`src/hw/imuodr_pkg.sv`:
```
package imuodr_pkg;

  // ----------------------------------------------------------------
  // Register byte offsets, 16-bit words
  // ----------------------------------------------------------------
  localparam logic [6:0] ADDR_ACCEL_Y_LOW       = 7'h14;
  localparam logic [6:0] ADDR_ACCEL_Y_HIGH      = 7'h16;
  localparam logic [6:0] ADDR_ACCEL_Z_LOW       = 7'h18;
  localparam logic [6:0] ADDR_ACCEL_Z_HIGH      = 7'h1a;
  localparam logic [6:0] ADDR_DIE_TEMPERATURE   = 7'h1c;
  localparam logic [6:0] ADDR_SYNC_ELAPSED_TIME = 7'h1e;
  localparam logic [6:0] ADDR_UPDATE_COUNTER    = 7'h22;
  localparam logic [6:0] ADDR_DANGLE_X_LOW      = 7'h24;
  localparam logic [6:0] ADDR_DANGLE_X_HIGH     = 7'h26;

  // ----------------------------------------------------------------
  // Control fields and reset values
  // ----------------------------------------------------------------
  localparam int         SYNC_MODE_LSB    = 2;
  localparam int         SYNC_MODE_MSB    = 3;
  localparam logic [1:0] SYNC_MODE_SCALED = 2'h2;
  localparam logic [15:0] COUNTER_RESET   = 16'h0000;
  localparam logic [15:0] STAMP_MAX       = 16'hffff;
  localparam logic [15:0] UNMAPPED_DATA   = 16'h0000;

  // ----------------------------------------------------------------
  // Timing
  // ----------------------------------------------------------------
  localparam real CLK_MHZ          = 20.0;
  localparam real STAMP_STEP_US    = 49.02;
  localparam int  STAMP_STEP_CYC   = $rtoi(STAMP_STEP_US * CLK_MHZ);
  localparam int  STAMP_PRESC_W    = 10;
  localparam logic [STAMP_PRESC_W-1:0] STAMP_PRESC_LAST =
    STAMP_PRESC_W'(STAMP_STEP_CYC - 1);
  localparam int  NOMINAL_SPS      = 2000;

  // ----------------------------------------------------------------
  // Delta angle full-scale range per model variant, degrees
  // ----------------------------------------------------------------
  localparam int  DANGLE_RANGE_V1  = 360;
  localparam int  DANGLE_RANGE_V2  = 720;
  localparam int  DANGLE_RANGE_V3  = 2160;
  localparam int  DANGLE_W         = 32;

  // ----------------------------------------------------------------
  // Carriers
  // ----------------------------------------------------------------
  typedef struct packed {
    logic [31:0] accel_y;
    logic [31:0] accel_z;
    logic [15:0] temp;
    logic [31:0] rate_x;
  } imuodr_sample_t;

  typedef struct packed {
    logic       rd_en;
    logic [6:0] addr;
  } imuodr_rd_req_t;

  typedef struct packed {
    logic        valid;
    logic [15:0] data;
  } imuodr_rd_rsp_t;

endpackage : imuodr_pkg

```
`src/hw/imuodr_stamp_timer.sv`:
```
`timescale 1ns/1ps
module imuodr_stamp_timer (
  // Clock and reset
  input  wire logic        sys_clk,
  input  wire logic        rst_n,
  // Control
  input  wire logic        enable,
  input  wire logic        sync_edge,
  // Elapsed time in steps
  output logic [15:0]      elapsed
);

  logic [imuodr_pkg::STAMP_PRESC_W-1:0] presc_reg;
  logic [15:0]                          elapsed_reg;

  assign elapsed = elapsed_reg;

  // Step prescaler and elapsed count, restarted by each sync edge
  always_ff @(posedge sys_clk or negedge rst_n) begin
    if (!rst_n) begin
      presc_reg   <= '0;
      elapsed_reg <= 16'h0000;
    end else if (!enable || sync_edge) begin
      presc_reg   <= '0;
      elapsed_reg <= 16'h0000;
    end else if (presc_reg == imuodr_pkg::STAMP_PRESC_LAST) begin
      presc_reg <= '0;
      if (elapsed_reg != imuodr_pkg::STAMP_MAX) begin
        elapsed_reg <= elapsed_reg + 16'h0001;
      end
    end else begin
      presc_reg <= presc_reg + 1'b1;
    end
  end

  stamp_mode_a: assert property (
    @(posedge sys_clk) disable iff (!rst_n)
    !enable |=> elapsed_reg == 16'h0000)
    else $error("elapsed time counted outside scaled sync mode");

  stamp_step_a: assert property (
    @(posedge sys_clk) disable iff (!rst_n)
    enable && !sync_edge && presc_reg == imuodr_pkg::STAMP_PRESC_LAST
      && elapsed_reg != imuodr_pkg::STAMP_MAX
    |=> elapsed_reg == $past(elapsed_reg) + 16'h0001)
    else $error("elapsed time missed its step");

endmodule : imuodr_stamp_timer

```
`src/hw/imuodr_top.sv`:
```
`timescale 1ns/1ps
// What this block does
// - Low accel word holds extra resolution bits
// - High accel word two's complement, 12.25 mm/s2
// - Temperature two's complement, 0.1 degree steps
// - Elapsed time since sync, 49.02 us steps
// - Elapsed time applies in scaled sync mode
// - Elapsed time taken at update's last sample
// - Update counter zero after reset or command
// - Update counter increments on every update
// - Update counter wraps from max to zero
// - Delta angle is trapezoidal rate integration
// - Samples per result equal decimation plus one
// - Internal sample rate nominally 2000 per second
// - Delta angle split into two 16-bit words
// - Full-scale delta angle depends on variant
// - Delta angle high word LSB is range/2^15
// - Delta angle low register holds lower bits
// - Output registers read-only, no reset default except the update counter
module imuodr_top (
  // Clock and reset
  input  wire logic                       sys_clk,
  input  wire logic                       rst_n,
  // Sample stream from the sensor front end
  input  wire logic                       sample_valid,
  input  wire imuodr_pkg::imuodr_sample_t sample,
  // Control
  input  wire logic [15:0]                misc_control_reg,
  input  wire logic [15:0]                dec_rate,
  input  wire logic                       sync_pin,
  input  wire logic                       reset_cmd,
  // Register read port
  input  wire imuodr_pkg::imuodr_rd_req_t rd_req,
  output imuodr_pkg::imuodr_rd_rsp_t      rd_rsp,
  // Data ready
  output logic                            sample_ready_pin
);

  // ----------------------------------------------------------------
  // Internal state
  // ----------------------------------------------------------------
  logic [15:0]                 dec_cnt_reg;
  logic                        sync_prev_reg;
  logic                        sync_edge;
  logic                        scaled_mode;
  logic                        update_now;
  logic [15:0]                 stamp_now;
  logic [31:0]                 dangle_x;
  logic [31:0]                 accel_y_reg;
  logic [31:0]                 accel_z_reg;
  logic [15:0]                 temp_reg;
  logic [15:0]                 stamp_reg;
  logic [15:0]                 counter_reg;
  logic                        ready_reg;
  imuodr_pkg::imuodr_rd_rsp_t  rd_rsp_reg;
  imuodr_pkg::imuodr_rd_rsp_t  rd_rsp_next;

  assign rd_rsp           = rd_rsp_reg;
  assign sample_ready_pin = ready_reg;

  // ----------------------------------------------------------------
  // Sync mode and sync edge
  // ----------------------------------------------------------------

  // Scaled sync mode select from the control field
  assign scaled_mode = misc_control_reg[imuodr_pkg::SYNC_MODE_MSB:imuodr_pkg::SYNC_MODE_LSB]
                       == imuodr_pkg::SYNC_MODE_SCALED;

  // Previous level of the sync pin for edge detection
  always_ff @(posedge sys_clk or negedge rst_n) begin
    if (!rst_n) begin
      sync_prev_reg <= 1'b0;
    end else begin
      sync_prev_reg <= sync_pin;
    end
  end

  // Rising edge of the external timing pin
  assign sync_edge = sync_pin && !sync_prev_reg;

  // Elapsed time since the latest sync edge
  imuodr_stamp_timer u_stamp (
    .sys_clk   (sys_clk),
    .rst_n     (rst_n),
    .enable    (scaled_mode),
    .sync_edge (sync_edge),
    .elapsed   (stamp_now)
  );

  // ----------------------------------------------------------------
  // Decimation: one update per dec_rate + 1 samples
  // ----------------------------------------------------------------

  // Update happens on the last sample of each group
  assign update_now = sample_valid && (dec_cnt_reg == dec_rate);

  // Samples seen in the current group
  always_ff @(posedge sys_clk or negedge rst_n) begin
    if (!rst_n) begin
      dec_cnt_reg <= 16'h0000;
    end else if (reset_cmd) begin
      dec_cnt_reg <= 16'h0000;
    end else if (sample_valid) begin
      dec_cnt_reg <= update_now ? 16'h0000 : dec_cnt_reg + 16'h0001;
    end
  end

  // ----------------------------------------------------------------
  // Delta angle, X axis
  // ----------------------------------------------------------------

  // Trapezoidal sum over the group; samples arrive at the internal
  // rate, so the 1/(2*fs) weight is a fixed scale in the rate word
  imuodr_trap_integ #(
    .W (imuodr_pkg::DANGLE_W)
  ) u_dangle_x (
    .sys_clk  (sys_clk),
    .rst_n    (rst_n),
    .clear    (reset_cmd),
    .in_valid (sample_valid),
    .in_last  (update_now),
    .in_data  (sample.rate_x),
    .sum_out  (dangle_x)
  );

  // ----------------------------------------------------------------
  // Output data registers, loaded together at each update
  // ----------------------------------------------------------------

  // Data words carry no reset value
  always_ff @(posedge sys_clk) begin
    if (update_now && !reset_cmd) begin
      accel_y_reg <= sample.accel_y;
      accel_z_reg <= sample.accel_z;
      temp_reg    <= sample.temp;
      stamp_reg   <= stamp_now;
    end
  end

  // Update counter, restarted by reset or a reset command
  always_ff @(posedge sys_clk or negedge rst_n) begin
    if (!rst_n) begin
      counter_reg <= imuodr_pkg::COUNTER_RESET;
    end else if (reset_cmd) begin
      counter_reg <= imuodr_pkg::COUNTER_RESET;
    end else if (update_now) begin
      counter_reg <= counter_reg + 16'h0001;
    end
  end

  // Data ready pulse marks each fresh set
  always_ff @(posedge sys_clk or negedge rst_n) begin
    if (!rst_n) begin
      ready_reg <= 1'b0;
    end else begin
      ready_reg <= update_now && !reset_cmd;
    end
  end

  // ----------------------------------------------------------------
  // Register read port
  // ----------------------------------------------------------------

  // Read-only decode; unmapped addresses read zero
  always_comb begin
    rd_rsp_next.valid = rd_req.rd_en;
    rd_rsp_next.data  = imuodr_pkg::UNMAPPED_DATA;
    unique case (rd_req.addr)
      imuodr_pkg::ADDR_ACCEL_Y_LOW: begin
        rd_rsp_next.data = accel_y_reg[15:0];
      end
      imuodr_pkg::ADDR_ACCEL_Y_HIGH: begin
        rd_rsp_next.data = accel_y_reg[31:16];
      end
      imuodr_pkg::ADDR_ACCEL_Z_LOW: begin
        rd_rsp_next.data = accel_z_reg[15:0];
      end
      imuodr_pkg::ADDR_ACCEL_Z_HIGH: begin
        rd_rsp_next.data = accel_z_reg[31:16];
      end
      imuodr_pkg::ADDR_DIE_TEMPERATURE: begin
        rd_rsp_next.data = temp_reg;
      end
      imuodr_pkg::ADDR_SYNC_ELAPSED_TIME: begin
        rd_rsp_next.data = stamp_reg;
      end
      imuodr_pkg::ADDR_UPDATE_COUNTER: begin
        rd_rsp_next.data = counter_reg;
      end
      imuodr_pkg::ADDR_DANGLE_X_LOW: begin
        rd_rsp_next.data = dangle_x[15:0];
      end
      imuodr_pkg::ADDR_DANGLE_X_HIGH: begin
        rd_rsp_next.data = dangle_x[31:16];
      end
      default: begin
        rd_rsp_next.data = imuodr_pkg::UNMAPPED_DATA;
      end
    endcase
  end

  // Registered read answer, one cycle after the request
  always_ff @(posedge sys_clk or negedge rst_n) begin
    if (!rst_n) begin
      rd_rsp_reg <= '0;
    end else begin
      rd_rsp_reg <= rd_rsp_next;
    end
  end

  // ----------------------------------------------------------------
  // Checks
  // ----------------------------------------------------------------

  // Update counter
  cnt_restart_a: assert property (
    @(posedge sys_clk) disable iff (!rst_n)
    reset_cmd |=> counter_reg == 16'h0000)
    else $error("update counter not zero after reset command");

  cnt_incr_a: assert property (
    @(posedge sys_clk) disable iff (!rst_n)
    update_now && !reset_cmd |=> counter_reg == $past(counter_reg) + 16'h0001)
    else $error("update counter did not step by one");

  cnt_hold_a: assert property (
    @(posedge sys_clk) disable iff (!rst_n)
    !update_now && !reset_cmd |=> $stable(counter_reg))
    else $error("update counter moved without an update");

  cnt_wrap_a: assert property (
    @(posedge sys_clk) disable iff (!rst_n)
    update_now && !reset_cmd && counter_reg == 16'hffff |=> counter_reg == 16'h0000)
    else $error("update counter did not wrap to zero");

  // Decimation and reset command
  dec_group_a: assert property (
    @(posedge sys_clk) disable iff (!rst_n)
    sample_valid && !reset_cmd && dec_cnt_reg != dec_rate
    |=> !ready_reg && dec_cnt_reg == $past(dec_cnt_reg) + 16'h0001)
    else $error("update issued before the group was complete");

  cmd_group_a: assert property (
    @(posedge sys_clk) disable iff (!rst_n)
    reset_cmd |=> dec_cnt_reg == 16'h0000)
    else $error("decimation count not cleared by reset command");

  cmd_quiet_a: assert property (
    @(posedge sys_clk) disable iff (!rst_n)
    reset_cmd |=> !ready_reg)
    else $error("update taken during a reset command");

  dec_close_a: assert property (
    @(posedge sys_clk) disable iff (!rst_n)
    update_now && !reset_cmd |=> dec_cnt_reg == 16'h0000)
    else $error("decimation count not restarted after an update");

  // Output set and elapsed time
  set_together_a: assert property (
    @(posedge sys_clk) disable iff (!rst_n)
    update_now && !reset_cmd
    |=> ready_reg && accel_y_reg == $past(sample.accel_y)
        && accel_z_reg == $past(sample.accel_z)
        && temp_reg == $past(sample.temp) && stamp_reg == $past(stamp_now))
    else $error("output set not loaded together");

  sync_restart_a: assert property (
    @(posedge sys_clk) disable iff (!rst_n)
    sync_edge && scaled_mode ##1 update_now && !reset_cmd
    |=> stamp_reg == 16'h0000)
    else $error("elapsed time not restarted by sync edge");

  sync_zero_a: assert property (
    @(posedge sys_clk) disable iff (!rst_n)
    sync_edge && scaled_mode |=> stamp_now == 16'h0000)
    else $error("elapsed timer not zeroed by sync edge");

  stamp_off_a: assert property (
    @(posedge sys_clk) disable iff (!rst_n)
    update_now && !reset_cmd && !scaled_mode && $past(!scaled_mode)
    |=> stamp_reg == 16'h0000)
    else $error("elapsed time stored outside scaled sync mode");

  // Read port
  read_count_a: assert property (
    @(posedge sys_clk) disable iff (!rst_n)
    rd_req.rd_en && rd_req.addr == imuodr_pkg::ADDR_UPDATE_COUNTER
    |=> rd_rsp_reg.valid && rd_rsp_reg.data == $past(counter_reg))
    else $error("counter read answered wrongly");

  read_idle_a: assert property (
    @(posedge sys_clk) disable iff (!rst_n)
    !rd_req.rd_en |=> !rd_rsp_reg.valid)
    else $error("read answer without a request");

  read_odd_a: assert property (
    @(posedge sys_clk) disable iff (!rst_n)
    rd_req.rd_en && rd_req.addr[0]
    |=> rd_rsp_reg.valid && rd_rsp_reg.data == imuodr_pkg::UNMAPPED_DATA)
    else $error("odd byte address did not read as unmapped");

endmodule : imuodr_top

```
`src/hw/imuodr_trap_integ.sv`:
```
`timescale 1ns/1ps
module imuodr_trap_integ #(
  parameter int W = 32
) (
  // Clock and reset
  input  wire logic         sys_clk,
  input  wire logic         rst_n,
  // Control
  input  wire logic         clear,
  // Samples
  input  wire logic         in_valid,
  input  wire logic         in_last,
  input  wire logic [W-1:0] in_data,
  // Result
  output logic [W-1:0]      sum_out
);

  localparam int AW = W + 18;

  logic signed [AW-1:0] acc_reg;
  logic signed [W-1:0]  prev_reg;
  logic signed [W-1:0]  sum_reg;
  logic signed [AW-1:0] term;
  logic signed [AW-1:0] total;
  logic signed [AW-1:0] pos_lim;
  logic signed [AW-1:0] neg_lim;

  assign sum_out = sum_reg;
  // Sample plus predecessor, widened so no sum can overflow
  assign term  = AW'(signed'(in_data)) + AW'(prev_reg);
  assign total = acc_reg + term;
  assign pos_lim = AW'({1'b0, {(W-1){1'b1}}});
  assign neg_lim = -pos_lim - AW'(1);

  // Running sum; the predecessor carries across result boundaries
  always_ff @(posedge sys_clk or negedge rst_n) begin
    if (!rst_n) begin
      acc_reg  <= '0;
      prev_reg <= '0;
    end else if (clear) begin
      acc_reg  <= '0;
      prev_reg <= '0;
    end else if (in_valid) begin
      prev_reg <= in_data;
      acc_reg  <= in_last ? '0 : total;
    end
  end

  // Result word, clamped to the signed full-scale range
  always_ff @(posedge sys_clk) begin
    if (in_valid && in_last && !clear) begin
      if (total > pos_lim) begin
        sum_reg <= pos_lim[W-1:0];
      end else if (total < neg_lim) begin
        sum_reg <= neg_lim[W-1:0];
      end else begin
        sum_reg <= total[W-1:0];
      end
    end
  end

  integ_clear_a: assert property (
    @(posedge sys_clk) disable iff (!rst_n)
    in_valid && in_last && !clear |=> acc_reg == '0 && prev_reg == $past(in_data))
    else $error("integration did not restart after a result");

endmodule : imuodr_trap_integ

```
`config.mk`:
```
export PLATFORM = sky130hd
export DESIGN_NAME = imuodr_top
export DESIGN_NICKNAME = d
export VERILOG_FILES = /design/src/hw/imuodr_pkg.sv /design/src/hw/imuodr_stamp_timer.sv /design/src/hw/imuodr_top.sv /design/src/hw/imuodr_trap_integ.sv
export SDC_FILE = /design/constraint.sdc
export NUM_CORES = 1
export LEC_CHECK = 0
export ABC_AREA = 1
export CAP_MARGIN = 20
export CORE_MARGIN = 2
export CORE_UTILIZATION = 40
export CTS_BUF_LIST = sky130_fd_sc_hd__clkbuf_16
export DETAILED_ROUTE_END_ITERATION = 6
export DONT_BUFFER_PORTS = 1
export SYNTH_ARGS = -nofsm -noshare
export SYNTH_HDL_FRONTEND = slang
export SYNTH_SLANG_ARGS = --single-unit
```
`constraint.sdc`:
```
create_clock -name sys_clk -period 15.1 [get_ports sys_clk]
set_clock_uncertainty 0.05 [all_clocks]
set_input_delay 3.775 -clock sys_clk [delete_from_list [all_inputs] [get_ports sys_clk]]
set_output_delay 3.775 -clock sys_clk [all_outputs]
set_load 0.05 [all_outputs]
```
======== After elaboration in Yosys (flattened, before gate mapping) ========
Cells that the tools add are included.
storage, ports and cells
  flip-flop bits (word level) ............. 287
  bits of input ports ..................... 157
  output and inout bits ................... 18
  logic and storage cells ................. 67
cells by class
  $add $sub $neg .......................... 6
  order comparisons ....................... 2
  equality and inequality tests ........... 13
  multiplexer cells ....................... 17
  reduce and logical (&&, ||, !) cells .... 14
operator list
  kind                     number
  $mux W50                 3
  $pmux W16 S9             1
  $mux W16                 8
  $mux W32                 3
  $add A50 B50 Y50         1
  $gt A50 B32 Y1 const B   1
  $lt A50 B32 Y1 const B   1
  $add A16 B1 Y16 const B  3
  $eq A7 B5 Y1 const B     6
  $add A32 B32 Y33         1
  $eq A7 B6 Y1 const B     3
  $mux W10                 2
  $eq A16 B16 Y1           1
  $ne A16 B16 Y1 const B   1
  $add A10 B1 Y10 const B  1
  $eq A10 B10 Y1 const B   1
  $reduce_bool A2 Y1       4
  $logic_and A1 B1 Y1      5
  $logic_not A1 Y1         3
  $eq A2 B2 Y1 const B     1
  $reduce_and A2 Y1        1
  $logic_or A1 B1 Y1       1

======== Longest topological paths before layout ========
  depth in word-level cells ............... 5
  depth in mapped cells ................... 32
  gate-level depth less buffers ........... 31

======== Hierarchy ========
Synthesis repeated with hierarchy kept, for this count alone.
second synthesis, totals
  cell total of the unflattened synthesis .. 2288
  area, all modules ....................... 18096.1 sq um
modules (own cells, without submodules)
  module              instances  cells each  area each (sq um)  sequential area each (sq um)
  imuodr_trap_integ   1          1329        9527.9             3012.9
  imuodr_top          1          753         7015.5             4159.0
  imuodr_stamp_timer  1          206         1552.7             650.6

======== Least setup slack after synthesis ========
No wires, ideal clock.
  path kind ............................... input to register
  start point ............................. input dec_rate[3]
  end point ............................... register accel_y_reg[0], enable pin
  setup time .............................. 553 ps
  arrival ................................. 8576 ps
  data required time ...................... 14497 ps
  setup slack ............................. 5921 ps
  stages .................................. 8
  buffers on the path ..................... 0
  cells stage by stage .................... inv_1 nor2_1 or2_1 nor3_1 nand3_1 nor4_1 nand3_1 nor2_1
between the ends
  word-level cells in the longest chain between the ends .. 3
ends and longest elaborated chain
  what                    line               text
  start: declaration      imuodr_top.sv:29   input wire logic [15:0] dec_rate,
  $eq A16 B16 Y1          imuodr_top.sv:95   assign update_now = sample_valid && (dec_cnt_reg == dec_rate);
  $logic_and A1 B1 Y1     imuodr_top.sv:95
  $logic_and A1 B1 Y1     imuodr_top.sv:132  if (update_now && !reset_cmd) begin
  end signal: assignment  imuodr_top.sv:133  accel_y_reg <= sample.accel_y;
  end: declaration        imuodr_top.sv:49   logic [31:0] accel_y_reg;
Every way passes these cells.
A chain may end at the register's enable or synchronous reset.

======== Worst setup path in the final report ========
  start point ............................. input sample[2] (netlist bit)
  end point ............................... register u_dangle_x.sum_reg[30] (netlist: u_dangle_x.sum_out[30]) (data pin)
between the ends
  word-level cells in the longest chain between the ends .. 4
  elaborated cells on any way between the ends .. 5
  classes of those cells .................. add/sub (2); order compare (2); mux (1)
ends and longest elaborated chain
  what                    line                     text
  start: declaration      imuodr_top.sv:26         input wire imuodr_pkg::imuodr_sample_t sample,
  $add A32 B32 Y33 *      imuodr_trap_integ.sv:30  assign term = AW'(signed'(in_data)) + AW'(prev_reg);
  $add A50 B50 Y50 *      imuodr_trap_integ.sv:31  assign total = acc_reg + term;
  $lt A50 B32 Y1          imuodr_trap_integ.sv:54  end else if (total < neg_lim) begin
  $mux W32                imuodr_trap_integ.sv:54
  end signal: assignment  imuodr_trap_integ.sv:53  sum_reg <= pos_lim[W-1:0];
  end signal: assignment  imuodr_trap_integ.sv:55  sum_reg <= neg_lim[W-1:0];
  end signal: assignment  imuodr_trap_integ.sv:57  sum_reg <= total[W-1:0];
  end: declaration        imuodr_trap_integ.sv:22  logic signed [W-1:0] sum_reg;
Mark *: on every way between the ends. The rest lies on a longest branch, timed or not.

==> results.txt <==
clk sink count: 287
core area: 44300 sq um
initial core utilization: 40.5%
Final HPWL DP: 39.8 mm
r2r setup slk: 9410 ps
Num CTS Buffers: 34
Synth Net Count: 2556
startpoint types: input pin
Via Count: 15200
max-slew violation count: 0
WS Path Type: in2reg
Detailed Route Iter0 Violations: 1351
nets@finish: 2562
Chip Height: 216 microns
clock power share: 28.6%
Max-slew headroom: 43.5%
drt pass-1 iters: 5
Logic pwr share: 38.4%
sequential share of power: 33.0%
vias per inst: 5.18
commonest cells in the netlist: nand2_1, inv_1, nor2_1
#FFs+latches synth: 287
Post-Syn Area: 18000 sq um
maxcap violations: 0
GRT Total Usage: 21.9%
endpoint class of the critical path: register
Fmax achieved: 117 MHz
Yosys warnings: 0
Placed Cells: 2870
post-synthesis sequential area ratio: 43.5%
later-pin clock latency in the skew report: 550 ps
switching power: 1.11 mW
PwrDens: 142 nW/um^2
Hold Buf Count CTS: 0
Hold Path Class: reg2reg
r2r endpoint: u_dangle_x.sum_out[30]
vias in the first global route: 14500
fin crit share: 56.5%
CP Data Arrival Time: 8760 ps
Area Growth Syn to Fin: 9.92%
post-synthesis cell type count: 56
Post-synth EDFFs: 128
Worst Setup SP: sample[2]
Routed WL per cell: 17.6 microns
Fill cells: 4426
sw frac: 39.7%
WHS: 400 ps
slew of the pin with the lowest slew margin: 848 ps
post-CTS setup buffer count: 0
# setup viols final: 0
layout cells sized above 1: 6.19%
Clock Path Buffers: 3
Worst setup endpoint: u_dangle_x.sum_out[30]
row cnt: 77
CTS tree: done
first-pass GRT wire length: 80.2 mm
clk root buf: clkbuf_16
most area-consuming cells after synthesis: dfrtp_1, edfxtp_1, nand2_1, inv_1, ha_1
Yosys top cell by area: dfrtp_1
Placed Area: 18600 sq um
worst reg2reg path depth: 27
VDD IR max: 0.0951 mV
die area: 46600 sq um
Non-Filler Instances: 2938
Worst-path clk slew: 60 ps
Ports: 175
width of the die: 216 microns
top-area cell type share of the netlist area: 22.1%
Worst R2R Start: u_dangle_x.prev_reg[2]
number of flip-flops in the largest register: 50
RSZ-0062 raised after global routing: false
asr flop ratio synth: 55.4%
fin area: 19800 sq um
dominant synthesized flop cell: dfrtp_1
Final GP Congestion: 0.962
Detail Route Antenna Nets: 0
cell count after synthesis: 2311
H-tree Lvls: 2
Crit Path Max Fanout: 30
status: completed
Remaining Overflow, GRT: 0
Tmin final: 8540 ps
CTS resizes: 0
syn_area_per_cell: 7.78 sq um
most frequent cell after synthesis: nand2_1
final wirelength: 51.6 mm
largest net degree at the start of global routing: 160
initial antenna violation count: 1
P_int: 1.69 mW
detailed-route DRC error count: 0
Leak Pwr: 9.31 nW
CP Data Required Time: 15320 ps
number of port buffers: 0
setup tns final: 0 ps
Final Hold Viols: 0
[worst min-delay path by stage]
stage | endpoint | slack [ps] | startpoint | cells past startpoint
floorplan | stamp_reg[15] | 370 | u_stamp.elapsed[15] | 0
global placement | stamp_reg[15] | 390 | u_stamp.elapsed[15] | 0
detailed placement | stamp_reg[15] | 390 | u_stamp.elapsed[15] | 0
CTS | stamp_reg[15] | 400 | u_stamp.elapsed[15] | 0
global route | stamp_reg[5] | 420 | u_stamp.elapsed[5] | 0
finish | stamp_reg[15] | 400 | u_stamp.elapsed[15] | 0
[per-stage QoR]
step                total power [mW]  setup WS, ps  utilization, %
floorplan                       1.72          5920               -
global placement                1.99          5710            42.0
detailed placement              2.00          5650            42.0
CTS                             2.82          6180            44.4
global route                    2.99          6220            44.6
finish                          2.81          6560            44.6
[logic make-up (layout without fill, tap and decap cells)]
group / after synthesis / in the layout / share of synthesized area (%)
AND/OR/NAND/NOR: 1188 / 1188 / 28.1
buffers and inverters: 371 / 403 / 8.01
AO/OA/AOI/OAI: 300 / 300 / 10.3
flip-flops: 287 / 287 / 43.5
adder cells (fa/ha/maj): 88 / 88 / 6.21
XOR/XNOR: 77 / 77 / 3.80
other: 0 / 3 / 0
[final cells by class]
type | instances | area (sq um) | share of cell area [%]
Timing Repair Buffer | 12 | 114 | 0.576
Multi-Input combinational cell | 1653 | 8740 | 44.2
Inverter | 329 | 1230 | 6.25
Clock inverter | 26 | 195 | 0.988
Tap cell | 592 | 741 | 3.75
Antenna cell | 3 | 7.51 | 0.0380
Clock buffer | 36 | 901 | 4.56
Sequential cell | 287 | 7820 | 39.6
[cell usage in the layout, fill, tap and decap left out, types with 5 or more instances in the layout]
cell type	synthesis	layout
nand2_1	666	666
inv_1	314	323
nor2_1	207	203
dfrtp_1	159	159
nand3_1	153	153
edfxtp_1	128	128
a21oi_1	118	118
ha_1	86	86
o21ai_0	67	67
xor2_1	53	53
nor3_1	46	44
clkbuf_16	0	36
a22o_1	27	27
nor2_2	23	25
nand4_1	25	25
xnor2_1	23	23
nand2_2	23	23
a221oi_1	22	22
nor4_1	15	15
o21bai_1	13	13
inv_2	13	13
buf_4	3	10
clkinv_1	2	9
a31oi_1	8	8
nand3b_1	7	7
a211oi_1	7	7
o21a_1	5	5
o31ai_1	5	5
clkinvlp_4	0	5
[power groups by stage]
stage / combinational, mW / sequential [mW] / clock (mW)
after global placement: 1.05 / 0.939 / 0
after detailed placement: 1.06 / 0.940 / 0
after CTS: 1.07 / 0.926 / 0.824
after global routing: 1.20 / 0.931 / 0.854
after floorplan: 0.789 / 0.930 / 0
final: 1.08 / 0.927 / 0.803
[routing by layer]
layer | global-route usage [%] | vias up | routed length, microns
met5 | 0 | - | 11
met4 | 7.76 | 2 | 1820
met3 | 3.95 | 90 | 3220
met2 | 35.7 | 398 | 23600
met1 | 29.2 | 7130 | 22900
li1 | - | 7603 | -
[worst max-delay path, cell delays in order]
cell and delay [ps]:
ha_1 330, a21oi_1 140, nand2_1 110, nand2_1 90, nand2_1 90, a21boi_1 340
o21ai_1 250, a21oi_1 340, o21bai_1 160, a21oi_1 180, xnor2_1 150, ha_1 310
nand2_1 170, inv_1 60, a21oi_1 390, inv_1 110, a21oi_2 140, nor2_1 50
nor2_1 110, nand3_1 80, nand2_1 60, nand2_1 120, nor3b_2 320, nand4_1 200
nand2_1 320, buf_16 220, nand2_1 100
Note: power is estimated with default switching activity, not from simulation.
